--- config.mk ---
export PLATFORM = sky130hd
export DESIGN_NAME = swm_master
export DESIGN_NICKNAME = d
export VERILOG_FILES = /design/src/swm_pkg.sv /design/src/swm_master.sv
export VERILOG_INCLUDE_DIRS = /design/src
export SDC_FILE = /design/constraint.sdc
export NUM_CORES = 1
export LEC_CHECK = 0
export BUFFER_PORTS_ARGS = -buffer_cell sky130_fd_sc_hd__buf_2
export CAP_MARGIN = 30
export CORE_ASPECT_RATIO = 1.5
export CORE_MARGIN = 5
export CORE_UTILIZATION = 40
export CTS_BUF_LIST = sky130_fd_sc_hd__clkbuf_8
export DETAILED_ROUTE_END_ITERATION = 16
export MAX_ROUTING_LAYER = met4
export PLACE_DENSITY = 0.74
export REMOVE_ABC_BUFFERS = 1
export SLEW_MARGIN = 5
export SYNTH_ARGS = -nofsm -noshare
export SYNTH_HDL_FRONTEND = slang
export SYNTH_SLANG_ARGS = --single-unit
--- constraint.sdc ---
create_clock -name pclk -period 2.4 [get_ports pclk]
set_clock_uncertainty 0.2 [all_clocks]
set_input_delay 0.48 -clock pclk [delete_from_list [all_inputs] [get_ports pclk]]
set_output_delay 0.48 -clock pclk [all_outputs]
set_load 0.02 [all_outputs]
--- src/swm_consts.svh ---
`ifndef SWM_CONSTS_SVH
`define SWM_CONSTS_SVH

`define SWM_CLK_NS          10
`define SWM_T_RSTL_NS       480000
`define SWM_T_RSTH_NS       480000
`define SWM_T_PRES_NS       70000
`define SWM_T_SLOT_NS       65000
`define SWM_T_LOW0_NS       60000
`define SWM_T_LOW1_NS       2000
`define SWM_T_RDS_NS        13000

`define SWM_ADDR_CMD        12'h000
`define SWM_ADDR_STATUS     12'h004

`define SWM_OP_RESET        2'h0
`define SWM_OP_WBYTE        2'h1
`define SWM_OP_RBYTE        2'h2
`define SWM_OP_RBIT         2'h3
`define SWM_CMD_OP_LSB      0
`define SWM_CMD_DATA_LSB    8

`define SWM_ROM_READ        8'h33
`define SWM_ROM_MATCH       8'h55
`define SWM_ROM_SKIP        8'hcc
`define SWM_MEM_COPY        8'h55
`define SWM_MEM_READ        8'hf0
`define SWM_ROM_BYTES       4'h8
`define SWM_AUTH_BYTES      2'h3
`endif

--- src/swm_pkg.sv ---
package swm_pkg;
    typedef enum logic [2:0] {
        ST_IDLE, ST_RST_LOW, ST_RST_HIGH, ST_SLOT_LOW, ST_SLOT_REST
    } swm_state_e;

    typedef enum logic [1:0] {
        PH_NONE, PH_ROM, PH_MEM, PH_DATA
    } swm_phase_e;

    typedef struct packed {
        logic [7:0] rx;
        logic [1:0] phase;
        logic       copy_done;
        logic       copy_wait;
        logic       seq_err;
        logic       presence;
        logic       busy;
    } swm_status_s;
endpackage

--- src/swm_master.sv ---
// The APB slave port and the placing of the registers were decided locally.
`timescale 1ns/1ns
`include "swm_consts.svh"
module swm_master #(
    parameter int RSTL_CYC = (`SWM_T_RSTL_NS + `SWM_CLK_NS - 1) / `SWM_CLK_NS,
    parameter int RSTH_CYC = (`SWM_T_RSTH_NS + `SWM_CLK_NS - 1) / `SWM_CLK_NS,
    parameter int PRES_CYC = (`SWM_T_PRES_NS + `SWM_CLK_NS - 1) / `SWM_CLK_NS,
    parameter int SLOT_CYC = (`SWM_T_SLOT_NS + `SWM_CLK_NS - 1) / `SWM_CLK_NS,
    parameter int LOW0_CYC = (`SWM_T_LOW0_NS + `SWM_CLK_NS - 1) / `SWM_CLK_NS
) (
    input  wire logic        pclk,
    input  wire logic        presetn,
    input  wire logic        psel,
    input  wire logic        penable,
    input  wire logic        pwrite,
    input  wire logic [11:0] paddr,
    input  wire logic [31:0] pwdata,
    output logic      [31:0] prdata,
    output logic             pready,
    output logic             pslverr,
    input  wire logic        dq_i,
    output logic             dq_o,
    output logic             dq_oe
);
    localparam logic [16:0] RSTL  = 17'(RSTL_CYC);
    localparam logic [16:0] RSTH  = 17'(RSTH_CYC);
    localparam logic [16:0] PRES  = 17'(PRES_CYC);
    localparam logic [16:0] SLOT  = 17'(SLOT_CYC);
    localparam logic [16:0] LOW0  = 17'(LOW0_CYC);
    // Least low time rounds up, read sample point rounds down to stay before data valid ends
    localparam logic [16:0] LOW1  = 17'((`SWM_T_LOW1_NS + `SWM_CLK_NS - 1) / `SWM_CLK_NS);
    localparam logic [16:0] RDS   = 17'(`SWM_T_RDS_NS / `SWM_CLK_NS);

    logic                     sync1_r, sync2_r;
    swm_pkg::swm_state_e      st_r, st_nxt;
    swm_pkg::swm_phase_e      ph_r, ph_nxt;
    logic [16:0]              cnt_r, cnt_nxt;
    logic [7:0]               sh_r, sh_nxt;
    logic [2:0]               bit_r, bit_nxt;
    logic [1:0]               op_r, op_nxt;
    logic                     pres_r, pres_nxt;
    logic                     serr_r, serr_nxt;
    logic                     cwait_r, cwait_nxt;
    logic                     cdone_r, cdone_nxt;
    logic [3:0]               romleft_r, romleft_nxt;
    logic [1:0]               auth_r, auth_nxt;
    logic [7:0]               rx_r, rx_nxt;
    logic [15:0]              cmd_r, cmd_nxt;
    logic                     oe_r, oe_nxt;
    logic [31:0]              prdata_nxt;
    logic                     pready_nxt, pslverr_nxt;
    logic                     bus_done, hit_cmd, hit_stat, start;
    logic                     line_bit, wbit, last_bit, is_read;
    swm_pkg::swm_status_s     stat;

    // Line passes two flops before use; only the second is read
    always_ff @(posedge pclk or negedge presetn) begin
        if (!presetn) begin
            sync1_r <= 1'b1;
            sync2_r <= 1'b1;
        end else begin
            sync1_r <= dq_i;
            sync2_r <= sync1_r;
        end
    end
    assign line_bit = sync2_r;

    // APB: one wait state so read data leaves a flop
    assign bus_done = psel && penable && pready;
    assign hit_cmd  = (paddr == `SWM_ADDR_CMD);
    assign hit_stat = (paddr == `SWM_ADDR_STATUS);
    // Orders arriving while busy are dropped; software polls busy first
    assign start    = bus_done && pwrite && hit_cmd && (st_r == swm_pkg::ST_IDLE);

    always_comb begin
        stat           = '0;
        stat.rx        = rx_r;
        stat.phase     = ph_r;
        stat.copy_done = cdone_r;
        stat.copy_wait = cwait_r;
        stat.seq_err   = serr_r;
        stat.presence  = pres_r;
        stat.busy      = (st_r != swm_pkg::ST_IDLE);
        pready_nxt     = psel && penable && !pready;
        prdata_nxt     = prdata;
        pslverr_nxt    = 1'b0;
        if (pready_nxt) begin
            pslverr_nxt = !(hit_cmd || hit_stat);
            if (hit_cmd)
                prdata_nxt = {16'h0000, cmd_r};
            else if (hit_stat)
                // Bit 7 spare so the received byte sits in the upper byte of the half word
                prdata_nxt = {16'h0000, stat.rx, 1'b0, stat.phase, stat.copy_done, stat.copy_wait,
                              stat.seq_err, stat.presence, stat.busy};
            else
                prdata_nxt = 32'h0000_0000;
        end
    end

    always_ff @(posedge pclk or negedge presetn) begin
        if (!presetn) begin
            prdata  <= 32'h0000_0000;
            pready  <= 1'b0;
            pslverr <= 1'b0;
        end else begin
            prdata  <= prdata_nxt;
            pready  <= pready_nxt;
            pslverr <= pslverr_nxt;
        end
    end

    assign wbit     = sh_r[0];
    assign is_read  = (op_r == `SWM_OP_RBYTE) || (op_r == `SWM_OP_RBIT);
    assign last_bit = (op_r == `SWM_OP_RBIT) || (bit_r == 3'h7);

    function automatic logic rbyte_zero(input logic [1:0] op, input logic [7:0] sh);
        rbyte_zero = (op == `SWM_OP_RBIT) ? !sh[7] : (sh == 8'h00);
    endfunction

    always_comb begin
        st_nxt      = st_r;
        ph_nxt      = ph_r;
        cnt_nxt     = cnt_r;
        sh_nxt      = sh_r;
        bit_nxt     = bit_r;
        op_nxt      = op_r;
        pres_nxt    = pres_r;
        serr_nxt    = serr_r;
        cwait_nxt   = cwait_r;
        cdone_nxt   = cdone_r;
        romleft_nxt = romleft_r;
        auth_nxt    = auth_r;
        rx_nxt      = rx_r;
        cmd_nxt     = cmd_r;
        oe_nxt      = 1'b0;
        unique case (st_r)
            swm_pkg::ST_IDLE: begin
                // Line released while idle so a paused transaction never reads as reset
                oe_nxt = 1'b0;
                if (start) begin
                    cmd_nxt = pwdata[15:0];
                    op_nxt  = pwdata[`SWM_CMD_OP_LSB +: 2];
                    sh_nxt  = pwdata[`SWM_CMD_DATA_LSB +: 8];
                    bit_nxt = 3'h0;
                    cnt_nxt = 17'h00000;
                    oe_nxt  = 1'b1;
                    if (pwdata[`SWM_CMD_OP_LSB +: 2] == `SWM_OP_RESET) begin
                        // Reset always allowed: a failed authorization leaves no zero to wait for
                        st_nxt   = swm_pkg::ST_RST_LOW;
                        pres_nxt = 1'b0;
                        serr_nxt = 1'b0;
                    end else begin
                        st_nxt = swm_pkg::ST_SLOT_LOW;
                        if (ph_r == swm_pkg::PH_NONE)
                            serr_nxt = 1'b1;
                    end
                end
            end
            swm_pkg::ST_RST_LOW: begin
                oe_nxt  = 1'b1;
                cnt_nxt = cnt_r + 17'h00001;
                if (cnt_r == RSTL - 17'h00001) begin
                    oe_nxt  = 1'b0;
                    cnt_nxt = 17'h00000;
                    st_nxt  = swm_pkg::ST_RST_HIGH;
                end
            end
            swm_pkg::ST_RST_HIGH: begin
                cnt_nxt = cnt_r + 17'h00001;
                // Sample lands where every legal presence pulse is still low
                if (cnt_r == PRES)
                    pres_nxt = !line_bit;
                if (cnt_r == RSTH - 17'h00001) begin
                    st_nxt    = swm_pkg::ST_IDLE;
                    ph_nxt    = pres_r ? swm_pkg::PH_ROM : swm_pkg::PH_NONE;
                    romleft_nxt = 4'h0;
                    auth_nxt  = 2'h0;
                    cwait_nxt = 1'b0;
                    cdone_nxt = 1'b0;
                end
            end
            swm_pkg::ST_SLOT_LOW: begin
                oe_nxt  = 1'b1;
                cnt_nxt = cnt_r + 17'h00001;
                if ((is_read || wbit) ? (cnt_r == LOW1 - 17'h00001) : (cnt_r == LOW0 - 17'h00001)) begin
                    oe_nxt = 1'b0;
                    st_nxt = swm_pkg::ST_SLOT_REST;
                end
            end
            swm_pkg::ST_SLOT_REST: begin
                cnt_nxt = cnt_r + 17'h00001;
                if (is_read && cnt_r == RDS)
                    sh_nxt = {line_bit, sh_r[7:1]};
                // Slot plus recovery keeps the rate under the bus limit
                if (cnt_r == SLOT - 17'h00001) begin
                    cnt_nxt = 17'h00000;
                    bit_nxt = bit_r + 3'h1;
                    // Write shift at slot end; a zero bit is still held low at the read point
                    if (!is_read)
                        sh_nxt = {1'b0, sh_r[7:1]};
                    if (!last_bit) begin
                        oe_nxt = 1'b1;
                        st_nxt = swm_pkg::ST_SLOT_LOW;
                    end else begin
                        st_nxt = swm_pkg::ST_IDLE;
                        if (is_read)
                            rx_nxt = (op_r == `SWM_OP_RBIT) ? {7'h00, sh_r[7]} : sh_r;
                        if (romleft_r != 4'h0) begin
                            romleft_nxt = romleft_r - 4'h1;
                            if (romleft_r == 4'h1)
                                ph_nxt = swm_pkg::PH_MEM;
                        end else if (!is_read && ph_r == swm_pkg::PH_ROM) begin
                            if (cmd_r[15:8] == `SWM_ROM_READ || cmd_r[15:8] == `SWM_ROM_MATCH)
                                romleft_nxt = `SWM_ROM_BYTES;
                            else
                                ph_nxt = swm_pkg::PH_MEM;
                        end else if (!is_read && ph_r == swm_pkg::PH_MEM) begin
                            ph_nxt = swm_pkg::PH_DATA;
                            if (cmd_r[15:8] == `SWM_MEM_COPY)
                                auth_nxt = `SWM_AUTH_BYTES;
                        end else if (!is_read && auth_r != 2'h0) begin
                            auth_nxt = auth_r - 2'h1;
                            if (auth_r == 2'h1)
                                cwait_nxt = 1'b1;
                        end else if (is_read && cwait_r && rbyte_zero(op_r, sh_r)) begin
                            cwait_nxt = 1'b0;
                            cdone_nxt = 1'b1;
                        end
                    end
                end
            end
            default: begin
                st_nxt = swm_pkg::ST_IDLE;
            end
        endcase
    end

    always_ff @(posedge pclk or negedge presetn) begin
        if (!presetn) begin
            st_r      <= swm_pkg::ST_IDLE;
            ph_r      <= swm_pkg::PH_NONE;
            cnt_r     <= 17'h00000;
            sh_r      <= 8'h00;
            bit_r     <= 3'h0;
            op_r      <= 2'h0;
            pres_r    <= 1'b0;
            serr_r    <= 1'b0;
            cwait_r   <= 1'b0;
            cdone_r   <= 1'b0;
            romleft_r <= 4'h0;
            auth_r    <= 2'h0;
            rx_r      <= 8'h00;
            cmd_r     <= 16'h0000;
            oe_r      <= 1'b0;
        end else begin
            st_r      <= st_nxt;
            ph_r      <= ph_nxt;
            cnt_r     <= cnt_nxt;
            sh_r      <= sh_nxt;
            bit_r     <= bit_nxt;
            op_r      <= op_nxt;
            pres_r    <= pres_nxt;
            serr_r    <= serr_nxt;
            cwait_r   <= cwait_nxt;
            cdone_r   <= cdone_nxt;
            romleft_r <= romleft_nxt;
            auth_r    <= auth_nxt;
            rx_r      <= rx_nxt;
            cmd_r     <= cmd_nxt;
            oe_r      <= oe_nxt;
        end
    end

    // Open drain: only ever pulls low
    always_ff @(posedge pclk or negedge presetn) begin
        if (!presetn)
            dq_o <= 1'b0;
        else
            dq_o <= 1'b0;
    end
    assign dq_oe = oe_r;

endmodule // swm_master

==> impl_metrics.csv, run 1 <==
group,metric,value,unit
clock_tree,cts_buffers,9,
timing,fmax,400,MHz
finish,area_growth,24.6,%
worst_setup_path,end_kind,"register",
global_routing,grt_pass1_wl,21.1,mm
routing,wl_per_cell,16.6,um
power,p_per_area,446,mW/mm^2
finish,nFillCells,1065,
synth,synthCells,524,
timing,setup_slack,-102,ps
global_routing,antenna_found_initial,0,
global_routing,grt_remaining_overflow,0,
synth,async_flop_share,100,%
floorplanning,io-pin-count,86,
finish,diodes,0,
worst_setup_path,cp_data_arrival_time,2570,ps
routing,finalWirelength,13.1,mm
job,maxCapViolCount,0,
clock_tree,htree_levels,3,
routing,drc,0,
worst_setup_path,path_max_fanout,3,
finish,final_cells,788,
floorplanning,coreArea,0.0118,sq mm
place,placedCellCount,763,
finish,layout-drive-gt1-share,28.7,%
global_routing,grt_usage,19.0,%
timing,rsz0062_at_grt,"yes",
floorplanning,die_w,99.2,um
synth,yosys_warnings,0,
clock_tree,cts_tree,"built",
timing,slew-limit-headroom,59.1,%
finish,stdcell_area,0.00595,sq mm
synth,synth_area_leaders,"dfrtp_1, nand2_1, o21ai_0, buf_4, mux2i_1",
finish,nets,690,
clock_tree,worstSkewPairLatency,370,ps
global_routing,grt_pass1_vias,4515,
routing,vias_per_cell,5.47,
clock_tree,path_clk_slew,90,ps
timing,period_share,104,%
synth,syn_area_per_cell,9.11,sq um
timing,slew_viol_final,0,
worst_setup_path,crit_path_start_kind,"register",
floorplanning,die_h,144,um
worst_setup_path,ff2ff_path_depth,8,
synth,yosysTopAreaCellShare,45.1,%
clock_tree,cts_buffer_depth,2,
routing,dr.pass1.iters,5,
synth,synth_top_area_cell,"dfrtp_1",
synth,synthFlopType,"dfrtp_1",
synth,netlist_area,0.00477,sq mm
power,leakagePower,2.74,nW
synth,ys_seq_elements,88,
worst_setup_path,crit_required,2470,ps
place,post-place-ws,-195,ps
synth,seq_area_frac_synth,46.2,%
routing,antenna_left,0,
place,dpl.hpwl,9.61,mm
floorplanning,dieArea,0.0143,sq mm
synth,synth_edf_count,0,
synth,ys_types,63,
clock_tree,numClockSinks,88,
place,place.gp.congestion,0.955,
timing,period_needed,2500,ps
floorplanning,floorplan.initialDensity,40.3,%
power,vdd.ir_drop.worst,0.249,mV
routing,drt_iter0_markers,223,
place,numPortBuffers,52,
status,status,"complete, but fails checks",
min_path,holdPathStages,3,
timing,finalSetupViolCount,24,
global_routing,grt_max_degree,42,
clock_tree,root_buffer,"clkbuf_8",
timing,worst_pin_slew,613,ps
floorplanning,rows,49,
timing,hold_violations,0,
min_path,min_path_type,"in2reg",
place,place_area,0.00553,sq mm
worst_setup_path,crit_type,"reg2reg",
status,violations,"setup timing",
routing,num_vias,4309,
==> kinds of logic after synthesis <==
family	Yosys count	share of synthesized area (%)
compound gates	118	16.3
xor+xnor	1	0.184
fa+ha+maj	10	2.62
buf+inv	57	6.21
flops	88	46.2
mux	22	4.80
other cells	1	0.0786
simple gates	227	23.6
==> flip-flops by register name (all words and copies together), names as in the netlist, 2 cells and up <==
register   flops
ph_r           2
rx_r           8
bit_r          3
auth_r         2
st_r           3
prdata        16
romleft_r      4
cmd_r         15
cnt_r         17
sh_r           8
==> placed cells by master (no fill, tap or decap), types with 3 or more instances in the layout <==
cell	count
buf_4	65
buf_2	51
o21ai_0	26
a21o_1	4
mux2i_1	15
nand3_1	17
a21oi_1	17
o21ai_1	10
nand2b_1	3
clkinvlp_4	4
mux2_2	4
a22oi_1	7
inv_1	12
or4_4	4
and3_1	7
nor3_1	11
nand2_1	110
or2_2	5
nor2b_1	6
nor2_1	22
ha_1	8
conb_1	17
mux2_4	3
buf_6	5
nor3b_1	3
a31oi_1	13
dfrtp_1	86
o31ai_1	17
nand4_1	8
nor4_1	4
clkbuf_8	9
==> cells in the mapped netlist (3+ instances only) <==
master / count
nor4bb_1: 3
nor3b_1: 3
nand2b_1: 3
and3_1: 7
ha_1: 10
clkbuf_1: 21
mux2_2: 4
a21o_1: 4
mux2i_1: 15
or4_1: 4
nand3_1: 17
o31ai_1: 17
a22oi_1: 7
nand2_1: 111
o21ai_1: 5
dfrtp_1: 86
nand4_1: 8
nor2b_1: 6
or2_2: 5
a31oi_1: 14
o21ai_0: 33
buf_4: 21
inv_1: 11
nor2_1: 23
nor4_1: 6
nor3_1: 13
mux2_1: 3
a21oi_1: 19
==> worst paths after layout <==
| kind | endpoint | slack (ps) | start |
|---|---|---|---|
| max reg2reg | cnt_r[7] | -100 | cnt_r[0] |
| max in group asynchronous | cmd_r[10] | 950 | presetn |
| min | cmd_r[5] | 110 | pwdata[5] |
| min in group asynchronous | cnt_r[12] | 450 | presetn |
| min reg2reg | line_bit | 160 | sync1_r |
| max | cnt_r[7] | -100 | cnt_r[0] |
==> metrics by stage <==
stage	power (mW)	setup TNS, ps	hold WS [ps]	utilization (%)
6_report	2.65	-864	111	50.2
5_1_grt	2.74	-3400	111	50.2
3_3_place_gp	1.64	-261	147	46.7
4_1_cts	2.69	-467	93.8	49.1
3_5_place_dp	1.64	-1130	152	46.7
2_1_floorplan	1.56	-2670	-15.6	-
==> critical path: stages, from the launching register on <==
cell     delay (ps)
dfrtp_1         400
ha_2            220
nand4_1         110
or4_4           450
buf_6           140
o31ai_4         270
nand2_2         130
a211o_1         290
a21o_1          170
==> layout make-up <==
class / instances / area, sq um / share of cell area, %
multi-input combinational: 395 / 2460 / 41.3
sequential: 88 / 2200 / 37.1
inverter: 11 / 41.3 / 0.694
tap: 153 / 191 / 3.22
timing repair buffer: 125 / 855 / 14.4
clock buffer: 9 / 124 / 2.08
clock inverter: 7 / 72.6 / 1.22
==> metal layers <==
layer / share of wire [%] / global-route usage [%] / vias up
met2: 56 / 35.4 / 108
met5: 0 / - / -
met4: 4.3 / 10.1 / 0
met1: 37 / 18.5 / 2119
li1: - / - / 2040
met3: 3.2 / 3.25 / 42
==> what timing repair did <==
item,4_1_cts,5_1_grt
setup endpoints to repair,34,43
pin swaps,4,16
gates cloned,1,0
gates resized for setup,15,30
setup buffers,3,3
hold buffers,2,0
hold endpoints to repair,37,0
==> where the power goes <==
part	internal (mW)	leakage [nW]	total, mW	switching (mW)
Combinational	0.0363	1.53	0.127	0.0904
Sequential	1.49	1.13	1.49	0.00214
Clock	0.481	0.0893	1.04	0.557
No activity file was read; power rests on OpenSTA's default activity.
==> run 2, diff against run 1 <==
--- a/config.mk
+++ b/config.mk
@@ -9,12 +9,12 @@
 export BUFFER_PORTS_ARGS = -buffer_cell sky130_fd_sc_hd__buf_2
 export CAP_MARGIN = 30
 export CORE_ASPECT_RATIO = 1.5
-export CORE_MARGIN = 5
+export CORE_MARGIN = 2
 export CORE_UTILIZATION = 40
 export CTS_BUF_LIST = sky130_fd_sc_hd__clkbuf_8
 export DETAILED_ROUTE_END_ITERATION = 16
 export MAX_ROUTING_LAYER = met4
-export PLACE_DENSITY = 0.74
+export PLACE_DENSITY = 0.71
 export REMOVE_ABC_BUFFERS = 1
 export SLEW_MARGIN = 5
 export SYNTH_ARGS = -nofsm -noshare
==> impl_metrics.csv, run 2 (same netlist as run 1, synthesis figures left out) <==
group,metric,value,unit
worst_setup_path,crit_required,2470,ps
clock_tree,numClockSinks,88,
power,leakagePower,2.80,nW
timing,period_needed,2500,ps
timing,period_share,104,%
worst_setup_path,cp_data_arrival_time,2570,ps
global_routing,grt_remaining_overflow,0,
finish,reg_top3,"cnt_r: 17 flops, prdata: 16 flops, cmd_r: 15 flops",
routing,drc,0,
clock_tree,cts_buffer_depth,2,
global_routing,grt_usage,20.8,%
global_routing,grt_max_degree,89,
place,placedCellCount,760,
routing,antenna_left,0,
worst_setup_path,crit_type,"reg2reg",
status,violations,"setup timing",
finish,diodes,0,
finish,final_common_cell,"nand2_1",
finish,final_cell_mix,"nand2_1, dfrtp_1, buf_4",
finish,nets,700,
place,place.gp.congestion,0.947,
finish,stdcell_area,0.00603,sq mm
floorplanning,die_w,93.2,um
min_path,min_path_type,"in2reg",
global_routing,antenna_found_initial,0,
finish,final_cells,795,
timing,slew-limit-headroom,58.5,%
timing,finalSetupViolCount,9,
clock_tree,root_buffer,"clkbuf_8",
clock_tree,cts_buffers,9,
finish,area_growth,26.3,%
timing,slew_viol_final,0,
place,post-place-ws,-121,ps
power,total_power,2.70,mW
routing,finalWirelength,12.6,mm
clock_tree,cts_tree,"built",
finish,regMostFlops,"cnt_r",
routing,wl_per_cell,15.9,um
finish,final_util,52.0,%
clock_tree,htree_levels,3,
clock_tree,worstSkewPairLatency,370,ps
timing,worst_pin_slew,623,ps
floorplanning,die_h,138,um
place,place_area,0.00553,sq mm
power,vdd.ir_drop.worst,0.247,mV
timing,fmax,400,MHz
job,maxCapViolCount,0,
clock_tree,path_clk_slew,90,ps
worst_setup_path,end_kind,"register",
status,status,"complete, but fails checks",
floorplanning,floorplan.initialDensity,41.2,%
timing,hold_violations,0,
routing,num_vias,4278,
floorplanning,rows,48,
floorplanning,coreArea,0.0116,sq mm
worst_setup_path,path_max_fanout,4,
global_routing,grt_pass1_vias,4238,
finish,largest_reg_flops,17,
global_routing,grt_pass1_wl,20.4,mm
finish,layout-drive-gt1-share,29.6,%
floorplanning,dieArea,0.0128,sq mm
floorplanning,io-pin-count,86,
place,numPortBuffers,52,
timing,rsz0062_at_grt,"yes",
place,dpl.hpwl,9.15,mm
power,p_per_area,448,mW/mm^2
timing,setup_slack,-97.9,ps
routing,vias_per_cell,5.38,
routing,drt_iter0_markers,255,
routing,dr.pass1.iters,4,
worst_setup_path,crit_path_start_kind,"register",
[run 2: cell count changes in the layout (fill, tap and decap cells not counted), moves of 2 or more]
cell | previous run | this run
nor3_1 | 11 | 13
o21ai_1 | 10 | 12
buf_4 | 65 | 76
nor3_2 | 2 | 0
inv_6 | 1 | 3
clkinvlp_4 | 4 | 2
[run 2: repair_timing]
action,4_1_cts,5_1_grt
gates resized for setup,20,23
endpoints found under the setup margin,26,38
pin swaps,4,9
cloned,0,1
buffers inserted,11,7
endpoints found under the hold margin,87,0
hold buffers,2,0
[run 2: final timing paths]
| kind | end | cells past startpoint | slack [ps] | start |
|---|---|---|---|---|
| max | auth_r[1] | 7 | -100 | cnt_r[1] |
| min | cmd_r[6] | 3 | 100 | pwdata[6] |
| max reg2reg | auth_r[1] | 7 | -100 | cnt_r[1] |
| min reg2reg | line_bit | 0 | 160 | sync1_r |
| max in group asynchronous | line_bit | 3 | 1110 | presetn |
| min in group asynchronous | cmd_r[14] | 3 | 470 | presetn |
[run 2: critical path: stages (launching register included)]
cell       delay (ps)
dfrtp_1           410
ha_2              200
nand4bb_1         150
or2_1             270
or4_4             440
o21a_1            180
and3b_2           260
mux2_4            300
[run 2: per-layer routing]
metal  GRT usage, %  share of wire (%)  vias up
met5              -                  0        -
met1           21.3                 38     2105
met2           38.3                 56       84
li1               -                  -     2062
met3           3.67                3.1       27
met4           9.56                2.9        0
[run 2: metrics by stage]
stage | TNS (ps) | hold slack (ps)
detailed placement | -706 | 147
CTS | -384 | 91.9
global placement | -122 | 146
floorplan | -2670 | -15.6
finish | -526 | 104
global route | -2540 | 103
[run 2: power breakdown]
group          switching [mW]  leakage, nW  internal (mW)  total (mW)
Combinational          0.0870         1.58         0.0343       0.121
Clock                   0.590       0.0996          0.500        1.09
Sequential            0.00196         1.13           1.49        1.49
Total                   0.679         2.80           2.02        2.70
[run 2: cell type report]
type / instances / area [sq um]
fill: 1056 / 5560
multi-input combinational: 395 / 2450
sequential: 88 / 2200
timing repair buffer: 135 / 931
tap: 150 / 188
clock buffer: 9 / 124
clock inverter: 7 / 87.6
inverter: 11 / 41.3
==> run 3, diff against run 2 <==
--- a/config.mk
+++ b/config.mk
@@ -6,7 +6,7 @@
 export SDC_FILE = /design/constraint.sdc
 export NUM_CORES = 1
 export LEC_CHECK = 0
-export BUFFER_PORTS_ARGS = -buffer_cell sky130_fd_sc_hd__buf_2
+export BUFFER_PORTS_ARGS = -buffer_cell sky130_fd_sc_hd__buf_4
 export CAP_MARGIN = 30
 export CORE_ASPECT_RATIO = 1.5
 export CORE_MARGIN = 2
==> impl_metrics.csv, run 3 (same netlist as run 1, synthesis figures left out) <==
group,metric,value,unit
timing,tns,-237,ps
routing,drc,0,
power,vdd.ir_drop.worst,0.256,mV
floorplanning,floorplan.initialDensity,41.2,%
routing,dr.pass1.iters,5,
place,place.gp.congestion,0.982,
timing,rsz0062_at_grt,"yes",
worst_setup_path,crit_type,"reg2reg",
finish,multiInputGateArea,0.00245,sq mm
global_routing,met3_usage,3.39,%
routing,vias_per_cell,5.39,
worst_setup_path,path_cells,"nand4bb_1, or2_1, or4_4, o21a_1, and3b_2, mux2_4",
timing,worst_pin_slew,593,ps
place,place_area,0.00566,sq mm
worst_setup_path,cp_data_arrival_time,2520,ps
global_routing,grt_remaining_overflow,0,
finish,final_cell_mix,"buf_4, nand2_1, dfrtp_1",
global_routing,antenna_found_initial,0,
global_routing,grt.busiest_layer,"met2",
worst_setup_path,crit_path_start_kind,"register",
timing,slew_viol_final,0,
worst_setup_path,crit_required,2450,ps
timing,fmax,406,MHz
finish,regMostFlops,"cnt_r",
finish,reg_top3,"cnt_r: 17 flops, prdata: 16 flops, cmd_r: 15 flops",
power,leakagePower,2.81,nW
finish,diodes,0,
routing,wl_per_cell,16.1,um
floorplanning,die_h,138,um
status,violations,"setup timing",
timing,finalSetupViolCount,6,
finish,final_common_cell,"buf_4",
clock_tree,root_buffer,"clkbuf_8",
job,maxCapViolCount,0,
finish,largest_reg_flops,17,
routing,finalWirelength,12.6,mm
worst_setup_path,end_kind,"register",
status,status,"complete, but fails checks",
global_routing,grt_max_degree,41,
clock_tree,cts_buffer_depth,2,
finish,area_growth,28.0,%
min_path,min_path_type,"in2reg",
global_routing,gr-usage-met1,22.1,%
finish,layout-drive-gt1-share,27.8,%
global_routing,grt_usage,20.6,%
clock_tree,path_clk_slew,90,ps
global_routing,grt_pass1_wl,20.4,mm
finish,seq_area,0.00220,sq mm
floorplanning,coreArea,0.0116,sq mm
place,numPortBuffers,52,
floorplanning,dieArea,0.0128,sq mm
floorplanning,rows,48,
routing,drt_iter0_markers,192,
timing,hold_ws,110,ps
timing,setup_slack,-63.8,ps
clock_tree,cts_buffers,9,
routing,antenna_left,0,
place,dpl.hpwl,9.42,mm
global_routing,met2_usage,37.5,%
floorplanning,die_w,93.2,um
timing,slew-limit-headroom,60.5,%
worst_setup_path,crit_slowest_cell,"dfrtp_1",
clock_tree,cts_tree,"built",
clock_tree,htree_levels,3,
finish,nets,689,
timing,period_needed,2460,ps
clock_tree,numClockSinks,88,
finish,nFillCells,1026,
timing,period_share,103,%
power,p_per_area,457,mW/mm^2
floorplanning,io-pin-count,86,
timing,hold_violations,0,
finish,stdcell_area,0.00611,sq mm
worst_setup_path,path_max_fanout,6,
clock_tree,worstSkewPairLatency,360,ps
worst_setup_path,cp_slowest_stage_delay,480,ps
global_routing,grt_pass1_vias,4242,
routing,num_vias,4225,
-- run 3: timing repair --
| item | 4_1_cts | 5_1_grt |
|---|---|---|
| pin swaps | 1 | 2 |
| cloned | 1 | 1 |
| hold buffers | 2 | 0 |
| resized for setup | 10 | 30 |
| endpoints found under the hold margin | 36 | 0 |
| endpoints found under the setup margin | 17 | 37 |
| setup buffers | 3 | 1 |
-- run 3: layer usage --
| metal | wire, um | part of all wire, % | vias to the layer above |
|---|---|---|---|
| met2 | 7050 | 56 | 105 |
| met5 | 0 | 0 | - |
| met3 | 397 | 3.2 | 30 |
| met1 | 4780 | 38 | 2052 |
| met4 | 371 | 2.9 | 0 |
| li1 | - | - | 2038 |
-- run 3: final cells by class --
class                      instances  share of cell area, %
clock buffer                       9                   2.03
multi-input combinational        395                   40.1
clock inverter                     7                   1.66
timing repair buffer             124                   16.4
sequential                        88                   36.1
tap                              150                   3.07
inverter                          11                  0.676
-- run 3: worst paths after layout --
check	start	to	slack, ps	depth (start not counted)
setup / recovery	cnt_r[4]	auth_r[0]	-60	6
hold / removal	pwdata[2]	cmd_r[2]	110	3
setup reg to reg	cnt_r[4]	auth_r[0]	-60	6
hold reg to reg	sync1_r	line_bit	160	0
max in group asynchronous	presetn	cnt_r[7]	930	3
min in group asynchronous	presetn	prdata[9]	430	2
-- run 3: critical path: cells and delay by family, from the launching register on --
kind | cells | cell delay, ps
and+or+nand+nor | 4 | 1210
muxes | 1 | 300
AOI/OAI and AO/OA | 1 | 180
DFF | 1 | 480
-- run 3: per-stage QoR --
stage	util (%)	worst slack, ps	total power, mW	cells
detailed placement	48.8	-170	1.66	760
floorplan	-	-311	1.56	494
global placement	48.8	-119	1.66	760
global route	52.7	-162	2.89	784
CTS	51.5	-47.1	2.82	782
finish	52.7	-63.8	2.79	784
-- run 3: power breakdown --
| group | total (mW) | internal (mW) | switching (mW) |
|---|---|---|---|
| clock network | 1.16 | 0.597 | 0.565 |
| registers | 1.49 | 1.49 | 0.00223 |
| logic | 0.140 | 0.0518 | 0.0886 |
